### src/rtl/dfusr_pkg.sv
package dfusr_pkg;
	// Clock and millisecond timing.
	localparam int unsigned CLK_PERIOD_NS = 8;
	localparam int unsigned MS_NS = 1000000;
	// A least wait, so the count rounds up.
	localparam int unsigned MS_CYCLES = (MS_NS + CLK_PERIOD_NS - 1) / CLK_PERIOD_NS;
	// Functional descriptor layout.
	localparam logic [7:0] FD_LEN = 8'h07;
	localparam logic [7:0] FD_TYPE = 8'h21;
	localparam logic [3:0] FD_BYTES = 4'h7;
	localparam logic [3:0] STAT_BYTES = 4'h6;
	localparam logic [3:0] STATE_BYTES = 4'h1;
	localparam int ATTR_DNLOAD = 0;
	localparam int ATTR_UPLOAD = 1;
	localparam int ATTR_MANIF = 2;
	localparam int CTRL_IMG_DONE = 3;
	// Setup packet codes.
	localparam logic [7:0] RT_STD_IN = 8'h80;
	localparam logic [7:0] RT_CLASS_IN = 8'hA1;
	localparam logic [7:0] RT_CLASS_OUT = 8'h21;
	localparam logic [7:0] RQ_GET_DESC = 8'h06;
	localparam logic [7:0] RQ_DETACH = 8'h00;
	localparam logic [7:0] RQ_DNLOAD = 8'h01;
	localparam logic [7:0] RQ_GETSTATUS = 8'h03;
	localparam logic [7:0] RQ_CLRSTATUS = 8'h04;
	localparam logic [7:0] RQ_GETSTATE = 8'h05;
	localparam logic [7:0] RQ_ABORT = 8'h06;
	// Status codes.
	localparam logic [7:0] ST_OK = 8'h00;
	localparam logic [7:0] ST_NOTDONE = 8'h09;
	localparam logic [7:0] ST_USBR = 8'h0C;
	localparam logic [7:0] ST_UNKNOWN = 8'h0E;
	localparam logic [7:0] ST_STALLEDPK = 8'h0F;
	// Device state codes.
	localparam logic [3:0] DS_APP_IDLE = 4'h0;
	localparam logic [3:0] DS_APP_DETACH = 4'h1;
	localparam logic [3:0] DS_DFU_IDLE = 4'h2;
	localparam logic [3:0] DS_DN_SYNC = 4'h3;
	localparam logic [3:0] DS_MANIFEST = 4'h7;
	localparam logic [3:0] DS_UP_IDLE = 4'h9;
	localparam logic [3:0] DS_ERROR = 4'hA;
	// Register byte offsets.
	localparam logic [11:0] REG_CTRL = 12'h000;
	localparam logic [11:0] REG_DETACH = 12'h004;
	localparam logic [11:0] REG_XFER = 12'h008;
	localparam logic [11:0] REG_POLL = 12'h00C;
	localparam logic [11:0] REG_STATUS = 12'h010;
	localparam logic [11:0] REG_LASTREQ = 12'h014;
	// Values after reset.
	localparam logic [3:0] CTRL_RST = 4'h3;
	localparam logic [15:0] DETACH_RST = 16'h00FF;
	localparam logic [15:0] XFER_RST = 16'h0040;
	localparam logic [23:0] POLL_RST = 24'h000005;
	localparam logic [3:0] STATE_RST = DS_DFU_IDLE;
	// Response sender states.
	typedef enum logic {TX_IDLE, TX_SEND} dfusr_tx_e;
endpackage

### src/rtl/dfusr_tmr_if.sv
`timescale 1ns/1ps
`default_nettype none
// Detach timer control between the responder and its timer.
interface dfusr_tmr_if;
	logic start; // One-cycle pulse that loads and runs the timer.
	logic stop; // One-cycle pulse that halts the timer.
	logic [15:0] load_ms; // Wait in milliseconds.
	logic running; // Timer is counting.
	logic expired; // One-cycle pulse when the wait ends.
	modport ctl (output start, output stop, output load_ms,
		input running, input expired);
	modport timer (input start, input stop, input load_ms,
		output running, output expired);
endinterface // dfusr_tmr_if
`default_nettype wire

### src/rtl/dfusr_ms_timer.sv
`timescale 1ns/1ps
`default_nettype none
module dfusr_ms_timer import dfusr_pkg::*; #(
	parameter int unsigned CYC_PER_MS = MS_CYCLES
) (
	input wire logic clock,
	input wire logic rstn,
	dfusr_tmr_if.timer tif
);
	localparam int PW = $clog2(CYC_PER_MS + 1);
	localparam logic [PW-1:0] PRE_TOP = PW'(CYC_PER_MS - 1);
	logic [PW-1:0] pre_reg, pre_next; // Cycles within the current ms.
	logic [15:0] ms_reg, ms_next; // Milliseconds still to wait.
	logic run_reg, run_next;
	logic exp_reg, exp_next;
	logic ms_tick; // One-cycle enable, once per millisecond.

	assign ms_tick = run_reg && (pre_reg == PRE_TOP);
	assign tif.running = run_reg;
	assign tif.expired = exp_reg;

	// Countdown; a load of zero still waits one whole millisecond.
	always_comb begin
		pre_next = pre_reg;
		ms_next = ms_reg;
		run_next = run_reg;
		exp_next = 1'b0;
		if (run_reg) begin
			pre_next = ms_tick ? '0 : pre_reg + PW'(1);
		end
		if (ms_tick) begin
			if (ms_reg <= 16'h0001) begin
				run_next = 1'b0;
				exp_next = 1'b1;
			end else begin
				ms_next = ms_reg - 16'h0001;
			end
		end
		if (tif.start) begin
			ms_next = tif.load_ms;
			pre_next = '0;
			run_next = 1'b1;
		end else if (tif.stop) begin
			run_next = 1'b0;
		end
	end

	// Registers only.
	always_ff @(posedge clock or negedge rstn) begin
		if (!rstn) begin
			pre_reg <= '0;
			ms_reg <= 16'h0000;
			run_reg <= 1'b0;
			exp_reg <= 1'b0;
		end else begin
			pre_reg <= pre_next;
			ms_reg <= ms_next;
			run_reg <= run_next;
			exp_reg <= exp_next;
		end
	end
endmodule // dfusr_ms_timer
`default_nettype wire

### src/rtl/dfusr_responder.sv
// Overview of operation
// - Descriptor length 07h, type 21h.
// - Attribute bit0 download, bit1 upload.
// - Attribute bit2 means manifestation tolerant.
// - Detach wait field; timeout resumes application.
// - Shorter host detach timeout is used.
// - Offset 5 holds largest transfer size.
// - Status poll returns six byte payload.
// - Byte 0 holds latest status code.
// - Bytes 1-3 give poll wait, ms.
// - Byte 4 reports the state entered next.
// - Byte 5 holds status string index.
// - Status codes 00h to 05h.
// - Status codes 06h to 08h.
// - Early zero-length download reports 09h.
// - Corrupt firmware reports 0Ah.
// - Codes 0Bh vendor, 0Ch reset, 0Dh power.
// - 0Eh unknown, 0Fh stalled request.
// - State value 2 is upgrade idle.
// - Reported error enters error state.
// - Clear gives no error, upgrade idle.
`timescale 1ns/1ps
`default_nettype none
module dfusr_responder import dfusr_pkg::*; #(
	parameter int unsigned CYC_PER_MS = MS_CYCLES
) (
	input wire logic clock,
	input wire logic rstn,
	input wire logic psel,
	input wire logic penable,
	input wire logic pwrite,
	input wire logic [11:0] paddr,
	input wire logic [31:0] pwdata,
	output logic [31:0] prdata,
	output logic pready,
	output logic pslverr,
	input wire logic req_valid,
	input wire logic [7:0] req_type,
	input wire logic [7:0] req_code,
	input wire logic [15:0] req_value,
	input wire logic [15:0] req_length,
	input wire logic usb_reset,
	output logic tx_valid,
	output logic [7:0] tx_data,
	output logic tx_last,
	input wire logic tx_ready,
	output logic req_ack,
	output logic req_stall,
	output logic [3:0] dfu_state
);
	// Software registers.
	logic [3:0] ctrl_reg, ctrl_next; // Attributes and image-done flag.
	logic [15:0] detach_reg, detach_next; // Longest detach wait, ms.
	logic [15:0] xfer_reg, xfer_next; // Largest control write.
	logic [23:0] poll_reg, poll_next; // Poll wait, ms.
	logic [31:0] prdata_reg, prdata_next;
	logic pready_reg, pready_next;
	logic pslverr_reg, pslverr_next;
	// Protocol state.
	dfusr_tx_e tx_reg, tx_next;
	logic [55:0] buf_reg, buf_next; // Response bytes, next byte lowest.
	logic [3:0] cnt_reg, cnt_next; // Bytes still to send.
	logic last_reg, last_next;
	logic [7:0] status_reg, status_next;
	logic [7:0] istr_reg, istr_next;
	logic [3:0] state_reg, state_next;
	logic [3:0] pend_reg, pend_next; // State taken once sending ends.
	logic [15:0] lastreq_reg, lastreq_next;
	logic ack_reg, ack_next;
	logic stall_reg, stall_next;
	// Decode helpers.
	logic access, commit, mapped;
	logic fw_stat_wr;
	logic [7:0] fw_code;
	logic class_out, class_in;
	logic start_desc, start_stat, start_clr, start_detach, start_nd;
	logic [3:0] stat_state;
	logic [15:0] wait_ms;

	dfusr_tmr_if tif ();

	dfusr_ms_timer #(
		.CYC_PER_MS(CYC_PER_MS)
	) u_timer (
		.clock(clock),
		.rstn(rstn),
		.tif(tif)
	);

	assign prdata = prdata_reg;
	assign pready = pready_reg;
	assign pslverr = pslverr_reg;
	assign tx_valid = (tx_reg == TX_SEND);
	assign tx_data = buf_reg[7:0];
	assign tx_last = last_reg;
	assign req_ack = ack_reg;
	assign req_stall = stall_reg;
	assign dfu_state = state_reg;

	// One wait state: data is set up in the first access cycle and the
	// write lands on the edge where the master sees pready.
	assign access = psel && penable;
	assign commit = access && pready_reg;
	assign fw_stat_wr = commit && pwrite && (paddr == REG_STATUS)
		&& !pslverr_reg;
	always_comb begin
		unique case (paddr)
			REG_CTRL, REG_DETACH, REG_XFER, REG_POLL,
			REG_STATUS, REG_LASTREQ: mapped = 1'b1;
			default: mapped = 1'b0;
		endcase
	end

	// Register file next values.
	always_comb begin
		ctrl_next = ctrl_reg;
		detach_next = detach_reg;
		xfer_next = xfer_reg;
		poll_next = poll_reg;
		prdata_next = prdata_reg;
		pready_next = access && !pready_reg;
		pslverr_next = access && !pready_reg && !mapped;
		if (access && !pready_reg) begin
			// Unmapped reads return zero.
			unique case (paddr)
				REG_CTRL: prdata_next = {28'h0, ctrl_reg};
				REG_DETACH: prdata_next = {16'h0, detach_reg};
				REG_XFER: prdata_next = {16'h0, xfer_reg};
				REG_POLL: prdata_next = {8'h0, poll_reg};
				REG_STATUS: prdata_next = {12'h0, state_reg,
					istr_reg, status_reg};
				REG_LASTREQ: prdata_next = {15'h0, tif.running,
					lastreq_reg};
				default: prdata_next = 32'h0;
			endcase
		end
		if (commit && pwrite) begin
			unique case (paddr)
				REG_CTRL: ctrl_next = pwdata[3:0];
				REG_DETACH: detach_next = pwdata[15:0];
				REG_XFER: xfer_next = pwdata[15:0];
				REG_POLL: poll_next = pwdata[23:0];
				default: ;
			endcase
		end
	end

	// Register file flip-flops.
	always_ff @(posedge clock or negedge rstn) begin
		if (!rstn) begin
			ctrl_reg <= CTRL_RST;
			detach_reg <= DETACH_RST;
			xfer_reg <= XFER_RST;
			poll_reg <= POLL_RST;
			prdata_reg <= 32'h0;
			pready_reg <= 1'b0;
			pslverr_reg <= 1'b0;
		end else begin
			ctrl_reg <= ctrl_next;
			detach_reg <= detach_next;
			xfer_reg <= xfer_next;
			poll_reg <= poll_next;
			prdata_reg <= prdata_next;
			pready_reg <= pready_next;
			pslverr_reg <= pslverr_next;
		end
	end

	assign class_out = (req_type == RT_CLASS_OUT);
	assign class_in = (req_type == RT_CLASS_IN);
	// firmware codes: out-of-range codes become unknown.
	assign fw_code = (pwdata[7:0] > ST_STALLEDPK) ? ST_UNKNOWN : pwdata[7:0];
	// shorter detach: the wait loaded never exceeds the advertised one.
	assign wait_ms = (req_value < detach_reg) ? req_value : detach_reg;
	// error reporting: any error status moves the device to error.
	assign stat_state = (status_reg != ST_OK) ? DS_ERROR : state_reg;

	// Request decode, response build and state tracking.
	always_comb begin
		tx_next = tx_reg;
		buf_next = buf_reg;
		cnt_next = cnt_reg;
		last_next = last_reg;
		status_next = status_reg;
		istr_next = istr_reg;
		state_next = state_reg;
		pend_next = pend_reg;
		lastreq_next = lastreq_reg;
		ack_next = 1'b0;
		stall_next = 1'b0;
		start_desc = 1'b0;
		start_stat = 1'b0;
		start_clr = 1'b0;
		start_detach = 1'b0;
		start_nd = 1'b0;
		tif.start = 1'b0;
		tif.stop = 1'b0;
		tif.load_ms = wait_ms;
		// Firmware reports the result of the requests it handles.
		if (fw_stat_wr) begin
			status_next = fw_code;
			istr_next = pwdata[15:8];
			if (pwdata[20]) begin
				state_next = pwdata[19:16];
			end
		end
		// Sending: shift out one byte per accepted handshake.
		if (tx_reg == TX_SEND && tx_ready) begin
			buf_next = {8'h00, buf_reg[55:8]};
			cnt_next = cnt_reg - 4'h1;
			last_next = (cnt_reg == 4'h2);
			if (cnt_reg == 4'h1) begin
				tx_next = TX_IDLE;
				// next state: taken only once the response is out.
				state_next = pend_reg;
			end
		end
		if (req_valid) begin
			lastreq_next = {req_code, req_type};
			if (req_type == RT_STD_IN && req_code == RQ_GET_DESC
				&& req_value[15:8] == FD_TYPE) begin
				start_desc = 1'b1;
				buf_next = {xfer_reg[15:8], xfer_reg[7:0],
					detach_reg[15:8], detach_reg[7:0],
					5'h00, ctrl_reg[ATTR_MANIF],
					ctrl_reg[ATTR_UPLOAD], ctrl_reg[ATTR_DNLOAD],
					FD_TYPE, FD_LEN};
				cnt_next = FD_BYTES;
				pend_next = state_reg;
			end else if (class_in && req_code == RQ_GETSTATUS
				&& req_value == 16'h0000 && req_length == 16'h0006) begin
				// status poll answered with six bytes.
				start_stat = 1'b1;
				// payload order.
				// The state byte is zero-extended so the string index
				// lands in byte 5; the payload fills the low 48 bits and the top byte is not sent.
				buf_next = {8'h00, istr_reg, 4'h0, stat_state,
					poll_reg[23:16], poll_reg[15:8], poll_reg[7:0],
					status_reg};
				cnt_next = STAT_BYTES;
				pend_next = stat_state;
			end else if (class_in && req_code == RQ_GETSTATE
				&& req_length == 16'h0001) begin
				buf_next = {52'h0, state_reg};
				cnt_next = STATE_BYTES;
				pend_next = state_reg;
			end else if (class_out && req_code == RQ_CLRSTATUS
				&& req_value == 16'h0000 && req_length == 16'h0000) begin
				// clear: no error, back to upgrade idle.
				start_clr = 1'b1;
				status_next = ST_OK;
				state_next = DS_DFU_IDLE;
				ack_next = 1'b1;
			end else if (class_out && req_code == RQ_ABORT
				&& state_reg != DS_ERROR) begin
				status_next = ST_OK;
				state_next = DS_DFU_IDLE;
				ack_next = 1'b1;
			end else if (class_out && req_code == RQ_DETACH
				&& state_reg == DS_APP_IDLE) begin
				start_detach = 1'b1;
				tif.start = 1'b1;
				state_next = DS_APP_DETACH;
				ack_next = 1'b1;
			end else if (class_out && req_code == RQ_DNLOAD
				&& state_reg != DS_ERROR) begin
				if (req_length == 16'h0000 && !ctrl_reg[CTRL_IMG_DONE]) begin
					start_nd = 1'b1;
					status_next = ST_NOTDONE;
					ack_next = 1'b1;
				end
			end else if (class_in || class_out) begin
				stall_next = 1'b1;
				status_next = ST_STALLEDPK;
			end
			// Responses with data start sending; a new setup cancels
			// any response still in flight.
			if (start_desc || start_stat || (class_in
				&& req_code == RQ_GETSTATE && req_length == 16'h0001)) begin
				tx_next = TX_SEND;
				last_next = (cnt_next == 4'h1);
			end else begin
				tx_next = TX_IDLE;
			end
		end
		// timeout: no reset came, resume the application.
		if (tif.expired && state_reg == DS_APP_DETACH) begin
			state_next = DS_APP_IDLE;
		end
		// reset after detach enters upgrade idle.
		if (usb_reset) begin
			tx_next = TX_IDLE;
			if (state_reg == DS_APP_DETACH) begin
				tif.stop = 1'b1;
				state_next = DS_DFU_IDLE;
			end else if (state_reg >= DS_DN_SYNC
				&& state_reg <= DS_MANIFEST || state_reg == DS_UP_IDLE) begin
				// reset in mid transfer is unexpected.
				status_next = ST_USBR;
				state_next = DS_ERROR;
			end
		end
	end

	// Protocol flip-flops.
	always_ff @(posedge clock or negedge rstn) begin
		if (!rstn) begin
			tx_reg <= TX_IDLE;
			buf_reg <= 56'h0;
			cnt_reg <= 4'h0;
			last_reg <= 1'b0;
			status_reg <= ST_OK;
			istr_reg <= 8'h00;
			state_reg <= STATE_RST;
			pend_reg <= STATE_RST;
			lastreq_reg <= 16'h0000;
			ack_reg <= 1'b0;
			stall_reg <= 1'b0;
		end else begin
			tx_reg <= tx_next;
			buf_reg <= buf_next;
			cnt_reg <= cnt_next;
			last_reg <= last_next;
			status_reg <= status_next;
			istr_reg <= istr_next;
			state_reg <= state_next;
			pend_reg <= pend_next;
			lastreq_reg <= lastreq_next;
			ack_reg <= ack_next;
			stall_reg <= stall_next;
		end
	end

	// Checks on the responder's own outputs and internal registers.
	// descriptor head
	desc_head_a: assert property (@(posedge clock) disable iff (!rstn)
		start_desc && !usb_reset |=> (tx_valid && tx_data == 8'h07)
		and (tx_ready && !req_valid && !usb_reset |=> tx_data == 8'h21))
		else $error("descriptor does not open with 07h 21h");
	attr_byte_a: assert property (@(posedge clock) disable iff (!rstn)
		start_desc && !usb_reset |=> buf_reg[23:16] == {5'h00, ctrl_reg[2:0]})
		else $error("attribute byte differs from control bits");
	detach_lim_a: assert property (@(posedge clock) disable iff (!rstn)
		tif.start |-> tif.load_ms <= detach_reg && tif.load_ms <= req_value)
		else $error("detach wait exceeds a limit");
	stat_len_a: assert property (@(posedge clock) disable iff (!rstn)
		start_stat && !usb_reset |=> tx_valid && cnt_reg == 4'h6 && !tx_last)
		else $error("status payload is not six bytes");
	next_state_a: assert property (@(posedge clock) disable iff (!rstn)
		tx_valid && tx_ready && tx_last && !req_valid && !usb_reset
		&& !fw_stat_wr |=> !tx_valid && dfu_state == $past(pend_reg))
		else $error("state not taken after last byte");
	err_state_a: assert property (@(posedge clock) disable iff (!rstn)
		start_stat && status_reg != ST_OK && !usb_reset
		|=> buf_reg[39:32] == {4'h0, DS_ERROR})
		else $error("error status without error state");
	clr_done_a: assert property (@(posedge clock) disable iff (!rstn)
		start_clr && !usb_reset |=> status_reg == ST_OK
		&& dfu_state == DS_DFU_IDLE && req_ack)
		else $error("clear did not reach idle with ok");
	not_done_a: assert property (@(posedge clock) disable iff (!rstn)
		start_nd && !usb_reset |=> status_reg == 8'h09)
		else $error("early zero-length download not flagged");
	stall_st_a: assert property (@(posedge clock) disable iff (!rstn)
		req_stall |-> status_reg == 8'h0F || $past(usb_reset))
		else $error("stall without stalled status");
endmodule // dfusr_responder
`default_nettype wire

### config.mk
export PLATFORM = sky130hd
export DESIGN_NAME = dfusr_responder
export DESIGN_NICKNAME = d
export VERILOG_FILES = /design/src/rtl/dfusr_pkg.sv /design/src/rtl/dfusr_tmr_if.sv /design/src/rtl/dfusr_ms_timer.sv /design/src/rtl/dfusr_responder.sv
export SDC_FILE = /design/constraint.sdc
export NUM_CORES = 1
export LEC_CHECK = 0
export BUFFER_PORTS_ARGS = -buffer_cell sky130_fd_sc_hd__buf_4
export CORE_ASPECT_RATIO = 0.75
export CORE_MARGIN = 1.5
export CORE_UTILIZATION = 50
export CTS_BUF_LIST = sky130_fd_sc_hd__clkbuf_4 sky130_fd_sc_hd__clkbuf_8
export DETAILED_ROUTE_END_ITERATION = 7
export HOLD_SLACK_MARGIN = 0.02
export PLACE_DENSITY_LB_ADDON = 0.3
export SETUP_SLACK_MARGIN = 0.4
export SLEW_MARGIN = 10
export SYNTH_ARGS = -nofsm -noshare
export SYNTH_HDL_FRONTEND = slang
export SYNTH_SLANG_ARGS = --single-unit
export TNS_END_PERCENT = 5
### constraint.sdc
create_clock -name clock -period 4.4 [get_ports clock]
set_input_delay 0.66 -clock clock [delete_from_list [all_inputs] [get_ports clock]]
set_output_delay 0.66 -clock clock [all_outputs]
set_load 0.01 [all_outputs]
Word level (Yosys, flattened, before mapping). Index checks and enable logic that the tools add are counted.

Register bits after elaboration: 233. Input bits: 100. Output and inout port bits: 50. Word-level logic and storage cells: 212.

Add/subtract/negate cells: 3. Order comparisons: 5. Equal/unequal tests: 24. Mux-type cells: 100. Reduce and logical (&&, ||, !) cells: 58.

Operators by type and width (count): two-way mux 56 bit (5); case mux 24 bit (6 select lines) (1); two-way mux 8 bit (15); two-way mux 4 bit (25); two-way mux 16 bit (4); two-way mux 17 bit (3); two-way mux 1 bit (47); zero test 16 bit (2); logical AND 1 bit (28); == test 12 x 4 -> 1 bit (second input constant) (2); == test 12 x 5 -> 1 bit (second input constant) (2); == test 8 x 3 -> 1 bit (second input constant) (3); adder 17 x 1 -> 17 bit (second input constant) (1); == test 17 bit (second input constant) (1); == test 16 x 1 -> 1 bit (second input constant) (1); == test 16 x 3 -> 1 bit (second input constant) (1); == test 8 x 6 -> 1 bit (second input constant) (2); == test 8 bit (second input constant) (2); <= comparator 16 x 1 -> 1 bit (second input constant) (1); < comparator 16 bit (1); AND reduction 2 bit (8); subtractor 16 x 1 -> 16 bit (second input constant) (1); nonzero test 3 bit (5); == test 12 x 3 -> 1 bit (second input constant) (1); other kinds (19) (28).

Logic depth before layout (Yosys ltp). Gate-level depths: netlist of the first run.

Depth in word-level cells: 19. Mapped depth: 10. Depth with buffers taken out: 9.

Hierarchy. Synthesis of the first run repeated with hierarchy kept, for this count alone.

Cells, all modules: 1141. Area, all modules: 11740.0 sq um.

Modules (own cells, without submodules): dfusr_responder (instances 1, cells each 921, area an instance 9746.8 sq um, seq. area each 4773.3 sq um); dfusr_ms_timer (instances 1, cells each 220, area an instance 1993.2 sq um, seq. area each 875.8 sq um).

Worst setup path after synthesis of the first run. No wires, ideal clock.

Path type: input to register. Start point: input port req_value[5]. End point: register u_timer.ms_reg[10]. Library setup time: 127 ps. Arrival: 2413 ps. Required time: 4273 ps. Path slack: 1860 ps. Stages on the path: 9. Path buffers: 1. Cell sequence: ha_1 a21o_1 a211oi_1 nand2_1 o21ai_0 nand2_1 buf_2 a211oi_1 a21oi_1.

Word-level cells in the longest chain between the ends: 10. Elaborated cells between the ends (all ways): 16. Classes of those cells: order compare (1); eq/ne (1); mux (7); reduce/logical (7).

RTL lines: start: declaration (RTL line dfusr_responder.sv:40) `input wire logic [15:0] req_value,`; zero test 16 bit (RTL line dfusr_responder.sv:231, dfusr_responder.sv:248); logical AND 1 bit (2 in a row) (RTL line dfusr_responder.sv:248) `&& req_value == 16'h0000 && req_length == 16'h0000) begin`; two-way mux 1 bit (RTL line dfusr_responder.sv:247) `end else if (class_out && req_code == RQ_CLRSTATUS`; two-way mux 1 bit (RTL line dfusr_responder.sv:242) `end else if (class_in && req_code == RQ_GETSTATE`; two-way mux 1 bit (RTL line dfusr_responder.sv:230) `end else if (class_in && req_code == RQ_GETSTATUS`; two-way mux 1 bit (RTL line dfusr_responder.sv:220) `if (req_type == RT_STD_IN && req_code == RQ_GET_DESC`; two-way mux 1 bit (RTL line dfusr_responder.sv:218) `if (req_valid) begin`; != test 2 bit (no source line) / nonzero test 2 bit (equally long branches); AND reduction 2 bit (no source line); end signal: assignment (RTL line dfusr_ms_timer.sv:57) `ms_reg <= ms_next;`; end: declaration (RTL line dfusr_ms_timer.sv:13) `logic [15:0] ms_reg, ms_next;`.

Parallel ways exist; a longest one is shown, timed or not. A chain may end at the register's enable or synchronous reset.

Worst setup path after layout of the first run.
Start point: register detach_reg[5]. End point: register u_timer.ms_reg[10].

Word-level cells in the longest chain between the ends: 3.

RTL lines: start: declaration (RTL line dfusr_responder.sv:53) `logic [15:0] detach_reg, detach_next;`; start signal: assignment (RTL line dfusr_responder.sv:160) `detach_reg <= detach_next;`; < comparator 16 bit (RTL line dfusr_responder.sv:174) `assign wait_ms = (req_value < detach_reg) ? req_value : detach_reg;`; two-way mux 16 bit (RTL line dfusr_responder.sv:174); two-way mux 16 bit (RTL line dfusr_ms_timer.sv:39) `if (tif.start) begin`.

No other way between the ends.

==> results.md, run 1 <==
* Run status: finished clean
* # clock sinks at 225
* Met3 wire len at 3.48 mm
* Site Rows at 48
* Post-Place Cells at between 1500 and 2000
* Area Overhead vs Synth at 15.9%
* Largest net degree at the start of global routing at 121
* Register area at roughly 5600 um^2
* Worst-margin pin slew at ~0.95 ns
* LEAKAGE at between 6 and 7 nW
* Layout Nets at between 1000 and 1500
* Post-Synthesis Cell Area at between 10000 and 15000 um^2
* Yosys top cell by area: dfrtp_1
* Top delay family on crit path: compound AO/OA/AOI/OAI gates
* First-pass GRT wire length at between 50 and 60 mm
* Diodes inserted at 0
* Final min period at 3.03 ns
* Gpl congestion at between 0.8 and 0.9
* Critical Path RT at about 4.8 ns
* IO Port Bufs at approximately 130
* # setup viols final at 0
* Final Hold Viols at 0
* Cts bufs inserted at 37
* DR vias at 9790
* Crit Path Max Fanout at 16
* Post-CTS Resized at 0
* Main combinational cell family by area after synthesis: simple AND/OR/NAND/NOR gates
* Final WL at 35.5 mm
* Maximum VDD drop at between 150 and 200 uV
* IO Pins at 150
* Setup Fix Bufs, Post-CTS at 0
* CP endpoint kind: flop
* Crit share post-route at a little under 70%
* Compound-Gate Fraction of Synth Area at about 13%
* Die Height at 136 um
* Crit Path Class: flop to flop
* Chip width at approximately 180 um
* Post-route ant nets at 0
* Synth unique cells at 76
* Starting Density at approximately half
* Total negative setup slack at 0 ns
* Total grt overflow at 0
* Max reg flops at 56
* Slew Limit Headroom at between 30 and 40%
* Post-synthesis instance total at about 1200
* Reg2reg start: detach_reg[5]
* Met2 wire len at ~15 mm
* Seq/Total Area, Yosys at between 40% and 50%
* Fin. max-slew vios at 0
* Clk_skew at 0.0286 ns
* Multi-input combinational cell area at around 5700 um^2
* # Max-Cap Violations at 0
* CP startpoint kind: flop
* DRC violations left at 0
* H-tree depth at 2
* Vias in the first global route at between 9000 and 10000
* Worst Path Arrival at approximately 3.4 ns
* Placed Area at between 10000 and 15000 um^2
* Root Driver: clkbuf_8
* CP cell instances: inv_1 -> ha_1 -> a21o_1 -> a211oi_1 -> nand2_1 -> o21ai_0 -> nand2_1 -> a211oi_1 -> a21oi_1
* First DRT Iteration DRCs at 905
* Top Layer Used: met4
* Clock Tree Buf Depth at 3
* CTS tree: done
* Fill cells at about 2000
* Simple-gate area share of the yosys netlist at ~18%
* GRT Total Usage at roughly 30%
* Hold Buf Count CTS at 0
* Xor/xnor share of the synthesized area at ~2.0%
* HPWL Detailed at roughly 26 mm
* Post-Layout Cell Count at between 1500 and 2000
* Adder-cell share of the synthesized area at under 10%
* Post-route cell area at roughly 14000 um^2
* Slowest-stage cell, CP: dfstp_2
* Avg Inst Size Synth at ~10 um^2
* Routed vias/inst at between 6 and 7
* Worst skew pair latency at between 0.5 and 0.6 ns
* CP bufs+invs at 1
* Crit path largest cell delay at between 0.5 and 0.6 ns
* Core area at around 23000 um^2
* PwrDens at 317 nW/um^2
* Yosys top cell area share at about 44%
* Post-synth EDFFs at 0
* Initial antenna violation count at 0
* Min-delay worst type: primary input to asynchronous set/reset pin
* Total die area at 24600 um^2
* DR pass1 iterations at 7
* CP Launch Point: detach_reg[5]
* Fmax at about 330 MHz
* Synth area leaders: dfrtp_1 44%, mux2_2 7.0%, mux2i_1 5.1%
* Top FF cell, synth: dfrtp_1
* Share of cells above drive strength 1 at 25.8%
* Per-cell routed wire length at 22.2 um
* Met1 wire length at 16.4 mm
* Ys Warns at 0
* Post-synthesis mux area share at roughly 12%
* Worst-path clk slew at around 0.06 ns
* Final hold slack at around 0.17 ns
* Share of flip-flops with an asynchronous set or reset at 100%
* Synthesized flop and latch total at between 200 and 250
* Unrepaired setup endpoints after global routing: false
path summary, 6_finish.rpt:
kind,slack [ns],cells after the start,end
min in group clock,0.33,2,tx_valid
min reg2reg,0.46,2,prdata[21]
max,1.37,9,u_timer.ms_reg[10]
max in group asynchronous,3.16,2,buf_reg[3]
min,0.17,1,u_timer.pre_reg[10]
max reg2reg,1.37,9,u_timer.ms_reg[10]
routing by layer:
metal  global-route usage [%]  up-vias
met5                        0        -
met4                     8.45        0
met3                     6.48       57
met2                     42.4      494
met1                     44.7     4788
li1                         -     4451
cell usage in the layout (no fill, tap or decap), types with 4 or more instances in the layout:
cell / n
and2_1: 9
o21ai_0: 84
mux2i_1: 60
xor2_1: 11
nand4_1: 21
inv_1: 30
a21oi_1: 63
a221o_1: 22
ha_1: 21
clkinv_2: 9
a22oi_1: 7
a31oi_1: 6
nand2_1: 137
nor4_1: 19
clkbuf_4: 11
and4_1: 4
dfrtp_1: 210
buf_4: 143
nor3_2: 6
a211oi_1: 7
nor2b_1: 4
conb_1: 8
o21ai_1: 7
nand4b_1: 5
and3_1: 9
a22o_1: 9
mux2_2: 73
nor3_1: 24
nand3_1: 46
nor4_2: 4
o22ai_1: 5
xnor2_1: 16
a21o_1: 6
clkbuf_8: 42
nor2_1: 69
or3_1: 5
a221oi_1: 13
dfstp_2: 15
cells by family after synthesis:
group	Yosys count
other	1
AND/OR/NAND/NOR	400
XOR/XNOR	27
flip-flops	225
adder cells (fa/ha/maj)	21
buffers and inverters	112
multiplexers	133
AO/OA/AOI/OAI	248
stage by stage:
stage	setup slack (ns)	utilization [%]	total power [mW]
finish	1.37	59.2	4.34
detailed placement	0.988	55.9	2.44
global route	1.18	59.2	4.52
floorplan	1.86	-	2.27
global placement	1.08	55.9	2.44
CTS	1.41	59.2	4.38
worst register-to-register path, stage by stage, from the launching register on:
cell      delay, ns
dfstp_2        0.58
inv_1          0.07
ha_1           0.30
a21o_1         0.17
a211oi_1       0.22
nand2_1        0.07
o21ai_0        0.38
nand2_1        0.58
a211oi_1       0.40
a21oi_1        0.08
layout make-up:
cell class,instances,area share [%]
sequential,225,41.3
clock inverter,14,0.804
clock buffer,53,4.82
multi-input combinational,837,41.5
inverter,30,0.822
timing repair buffer,145,8.09
tap,300,2.74
synth_stat cells (all sizes together) (5+ instances only):
library cell and count:
dfrtp 210, nand2 140, o21ai 91, mux2 73
nor2 70, a21oi 63, mux2i 60, nand3 50
buf 49, clkbuf 33, inv 30, nor3 30
nor4 26, a221o 22, nand4 22, ha 21
xnor2 16, dfstp 15, a221oi 13, xor2 11
and2 10, a22o 9, and3 9, a211oi 8
a22oi 7, a21o 6, a31oi 6, nor4b 6
or3 6, nand4b 5, o22ai 5
power by group:
part / switching (mW) / leakage, nW / internal (mW) / total (mW)
combinational: 0.170 / 3.15 / 0.115 / 0.286
sequential: 0.0244 / 2.89 / 2.10 / 2.12
clock: 0.897 / 0.413 / 1.04 / 1.94
No activity file was read; power rests on OpenSTA's default activity.
==> run 2, diff against run 1 <==
Clock period 4.4 ns to 2.85 ns, I/O delays scaled along.
==> results.md, run 2 (synthesized netlist as in run 1, its figures left out) <==
* Layout Nets at 1432 (+2.5%)
* LEAKAGE at 6.67 nW (+3.3%)
* Diodes inserted at 0 (unchanged)
* Area Overhead vs Synth at 19.1%
* Final WL at 35.6 mm (+0.15%)
* IO Port Bufs at 133 (unchanged)
* CP Launch Point: detach_reg[5]
* Vias in the first global route at 9494 (+1.1%)
* Chip width at 180 um (unchanged)
* Critical Path RT at 3.26 ns (-1.54 ns)
* Seq pwr share at 49.0% (+0.2 points)
* Crit share post-route at 84.3% (+15 points)
* Switching pwr at 1.62 mW (+48%)
* Final Hold Viols at 0 (unchanged)
* CP endpoint kind: flop
* Combinational Power Share at 6.8% (+0.2 points)
* GRT Total Usage at 29.8% (+0.29 points)
* Met3 wire len at 4.09 mm (+18%)
* Maximum VDD drop at 305 uV (+60%)
* Post-Layout Cell Count at 1637 (+2.1%)
* DR vias at 9864 (+0.76%)
* Crit path largest cell delay at 0.60 ns (+0.02 ns)
* Crit Path Max Fanout at 16 (unchanged)
* Switching share of total power at 24.2% (-0.91 points)
* Worst-margin pin slew at 0.799 ns (-0.151 ns)
* Worst Path Arrival at 2.81 ns (-0.62 ns)
* Routed vias/inst at 6.03 (-1.3%)
* Overall power at 6.68 mW (+54%)
* Final min period at 2.40 ns (-0.628 ns)
* Setup Fix Bufs, Post-CTS at 0 (unchanged)
* Reg2reg start: detach_reg[5]
* Die Height at 136 um (unchanged)
* Total negative setup slack at 0 ns (unchanged)
* Site Rows at 48 (unchanged)
* Core area at 23100 um^2 (unchanged)
* Met2 wire len at 14.5 mm (-2.0%)
* DR pass1 iterations at 5 (-2)
* Top delay family on crit path: compound AO/OA/AOI/OAI gates
* Max reg flops at 56 (unchanged)
* Run status: finished clean
* Per-cell routed wire length at 21.7 um (-1.9%)
* # setup viols final at 0 (unchanged)
* Fin. max-slew vios at 0 (unchanged)
* Total die area at 24600 um^2 (unchanged)
* DRC violations left at 0 (unchanged)
* CTS tree: done
* First-pass GRT wire length at 55.7 mm (+1.0%)
* Initial antenna violation count at 0 (unchanged)
* IO Pins at 150 (unchanged)
* Hold Startpoint: pwdata[23]
* Share of cells above drive strength 1 at 27.7% (+1.9 points)
* Internal Power at 5.06 mW (+56%)
* Final hold slack at 0.117 ns (-0.0521 ns)
* # Max-Cap Violations at 0 (unchanged)
* Unrepaired setup endpoints after global routing: true
* CP cell instances: inv_1 -> ha_1 -> a21o_1 -> a211oi_1 -> nand2_1 -> o21ai_1 -> nand2_1 -> buf_4 -> mux2i_1 -> a21oi_1
* Slew Limit Headroom at 46.7% (+10 points)
* First DRT Iteration DRCs at 999 (+10%)
* Gpl congestion at 0.954 (+6.0%)
* Clk_skew at 0.0258 ns (-0.00284 ns)
* Cts bufs inserted at 36 (-2.7%)
* Fmax at 416 MHz (+26%)
* Share of power burned in the clock network at 44.2% (-0.4 points)
* Post-route ant nets at 0 (unchanged)
* PwrDens at 475 nW/um^2 (+50%)
* Min-delay worst type: primary input to flop
* Crit Path Class: flop to flop
* CP startpoint kind: flop
* Total grt overflow at 0 (unchanged)
* Worst skew pair latency at 0.54 ns (-0.03 ns)
* Post-Place Cells at 1572 (+2.3%)
* H-tree depth at 2 (unchanged)
* HPWL Detailed at 26.6 mm (+2.7%)
* Most common cell after layout, fill and taps aside: dfrtp_1
* Clock Tree Buf Depth at 3 (unchanged)
* # clock sinks at 225 (unchanged)
* Critical path's most frequent cell: nand2_1
* Largest net degree at the start of global routing at 77 (-36%)
* Met1 wire length at 16.1 mm (-2.2%)
* Most frequent cells in the layout: 210 x dfrtp_1, 170 x buf_4, 137 x nand2_1, 83 x o21ai_0, 73 x mux2_2
* Starting Density at 51.1% (unchanged)
* Worst-path clk slew at 0.07 ns (about the same)
* Top Layer Used: met4
* CP bufs+invs at 2 (+1)
* Slowest-stage cell, CP: dfstp_2
* Root Driver: clkbuf_8
run 2: cell types whose count changed in the layout (fill, tap and decap cells not counted), sizes merged:
cell and delta:
clkbuf +9, buf +35, clkinv -8, inv -1, clkinvlp -2, dlygate4sd3 +1, bufinv -1
run 2: path summary, 6_finish.rpt:
| check | end | slack (ns) | cells past startpoint |
|---|---|---|---|
| hold / removal | poll_reg[23] | 0.12 | 2 |
| setup / recovery | u_timer.ms_reg[1] | 0.45 | 10 |
| setup reg to reg | u_timer.ms_reg[1] | 0.45 | 10 |
| hold reg to reg | prdata[20] | 0.48 | 2 |
| min in group asynchronous | lastreq_reg[2] | 0.48 | 2 |
| max in group asynchronous | poll_reg[2] | 1.56 | 3 |
run 2: per-stage QoR:
| step | area, um^2 | setup WS, ns | utilization, % |
|---|---|---|---|
| global route | 14100 | 0.345 | 60.8 |
| detailed placement | 13300 | 0.285 | 57.5 |
| finish | 14100 | 0.448 | 60.8 |
| floorplan | 11800 | 0.409 | - |
| CTS | 14100 | 0.415 | 60.8 |
| global placement | 13300 | 0.353 | 57.5 |
run 2: area by class of cell:
type                            count  area [um^2]
Fill cell                        1975         9060
Multi-Input combinational cell    837         5690
Sequential cell                   225         5650
Timing Repair Buffer              181         1480
Clock buffer                       62          747
Tap cell                          300          375
Inverter                           30          113
Clock inverter                      2         13.8
run 2: power by group through the flow:
| stage | clock network (mW) | registers, mW | logic (mW) |
|---|---|---|---|
| 2_1_floorplan | 0 | 3.31 | 0.184 |
| 3_3_place_gp | 0 | 3.33 | 0.444 |
| 3_5_place_dp | 0 | 3.33 | 0.451 |
| 4_1_cts | 2.99 | 3.27 | 0.453 |
| 5_1_grt | 3.13 | 3.28 | 0.495 |
| 6_report | 2.95 | 3.27 | 0.456 |
run 2: repair_timing:
action,in CTS,in global routing
setup endpoints to repair,1,16
gates resized for setup,1,3
hold endpoints to repair,67,0
cloned,0,0
hold buffers,1,0
run 2: metal layers:
metal	vias to the layer above	global-route usage, %
met4	0	8.40
met3	68	9.19
met1	4778	43.9
met5	-	0
met2	512	42.1
li1	4506	-
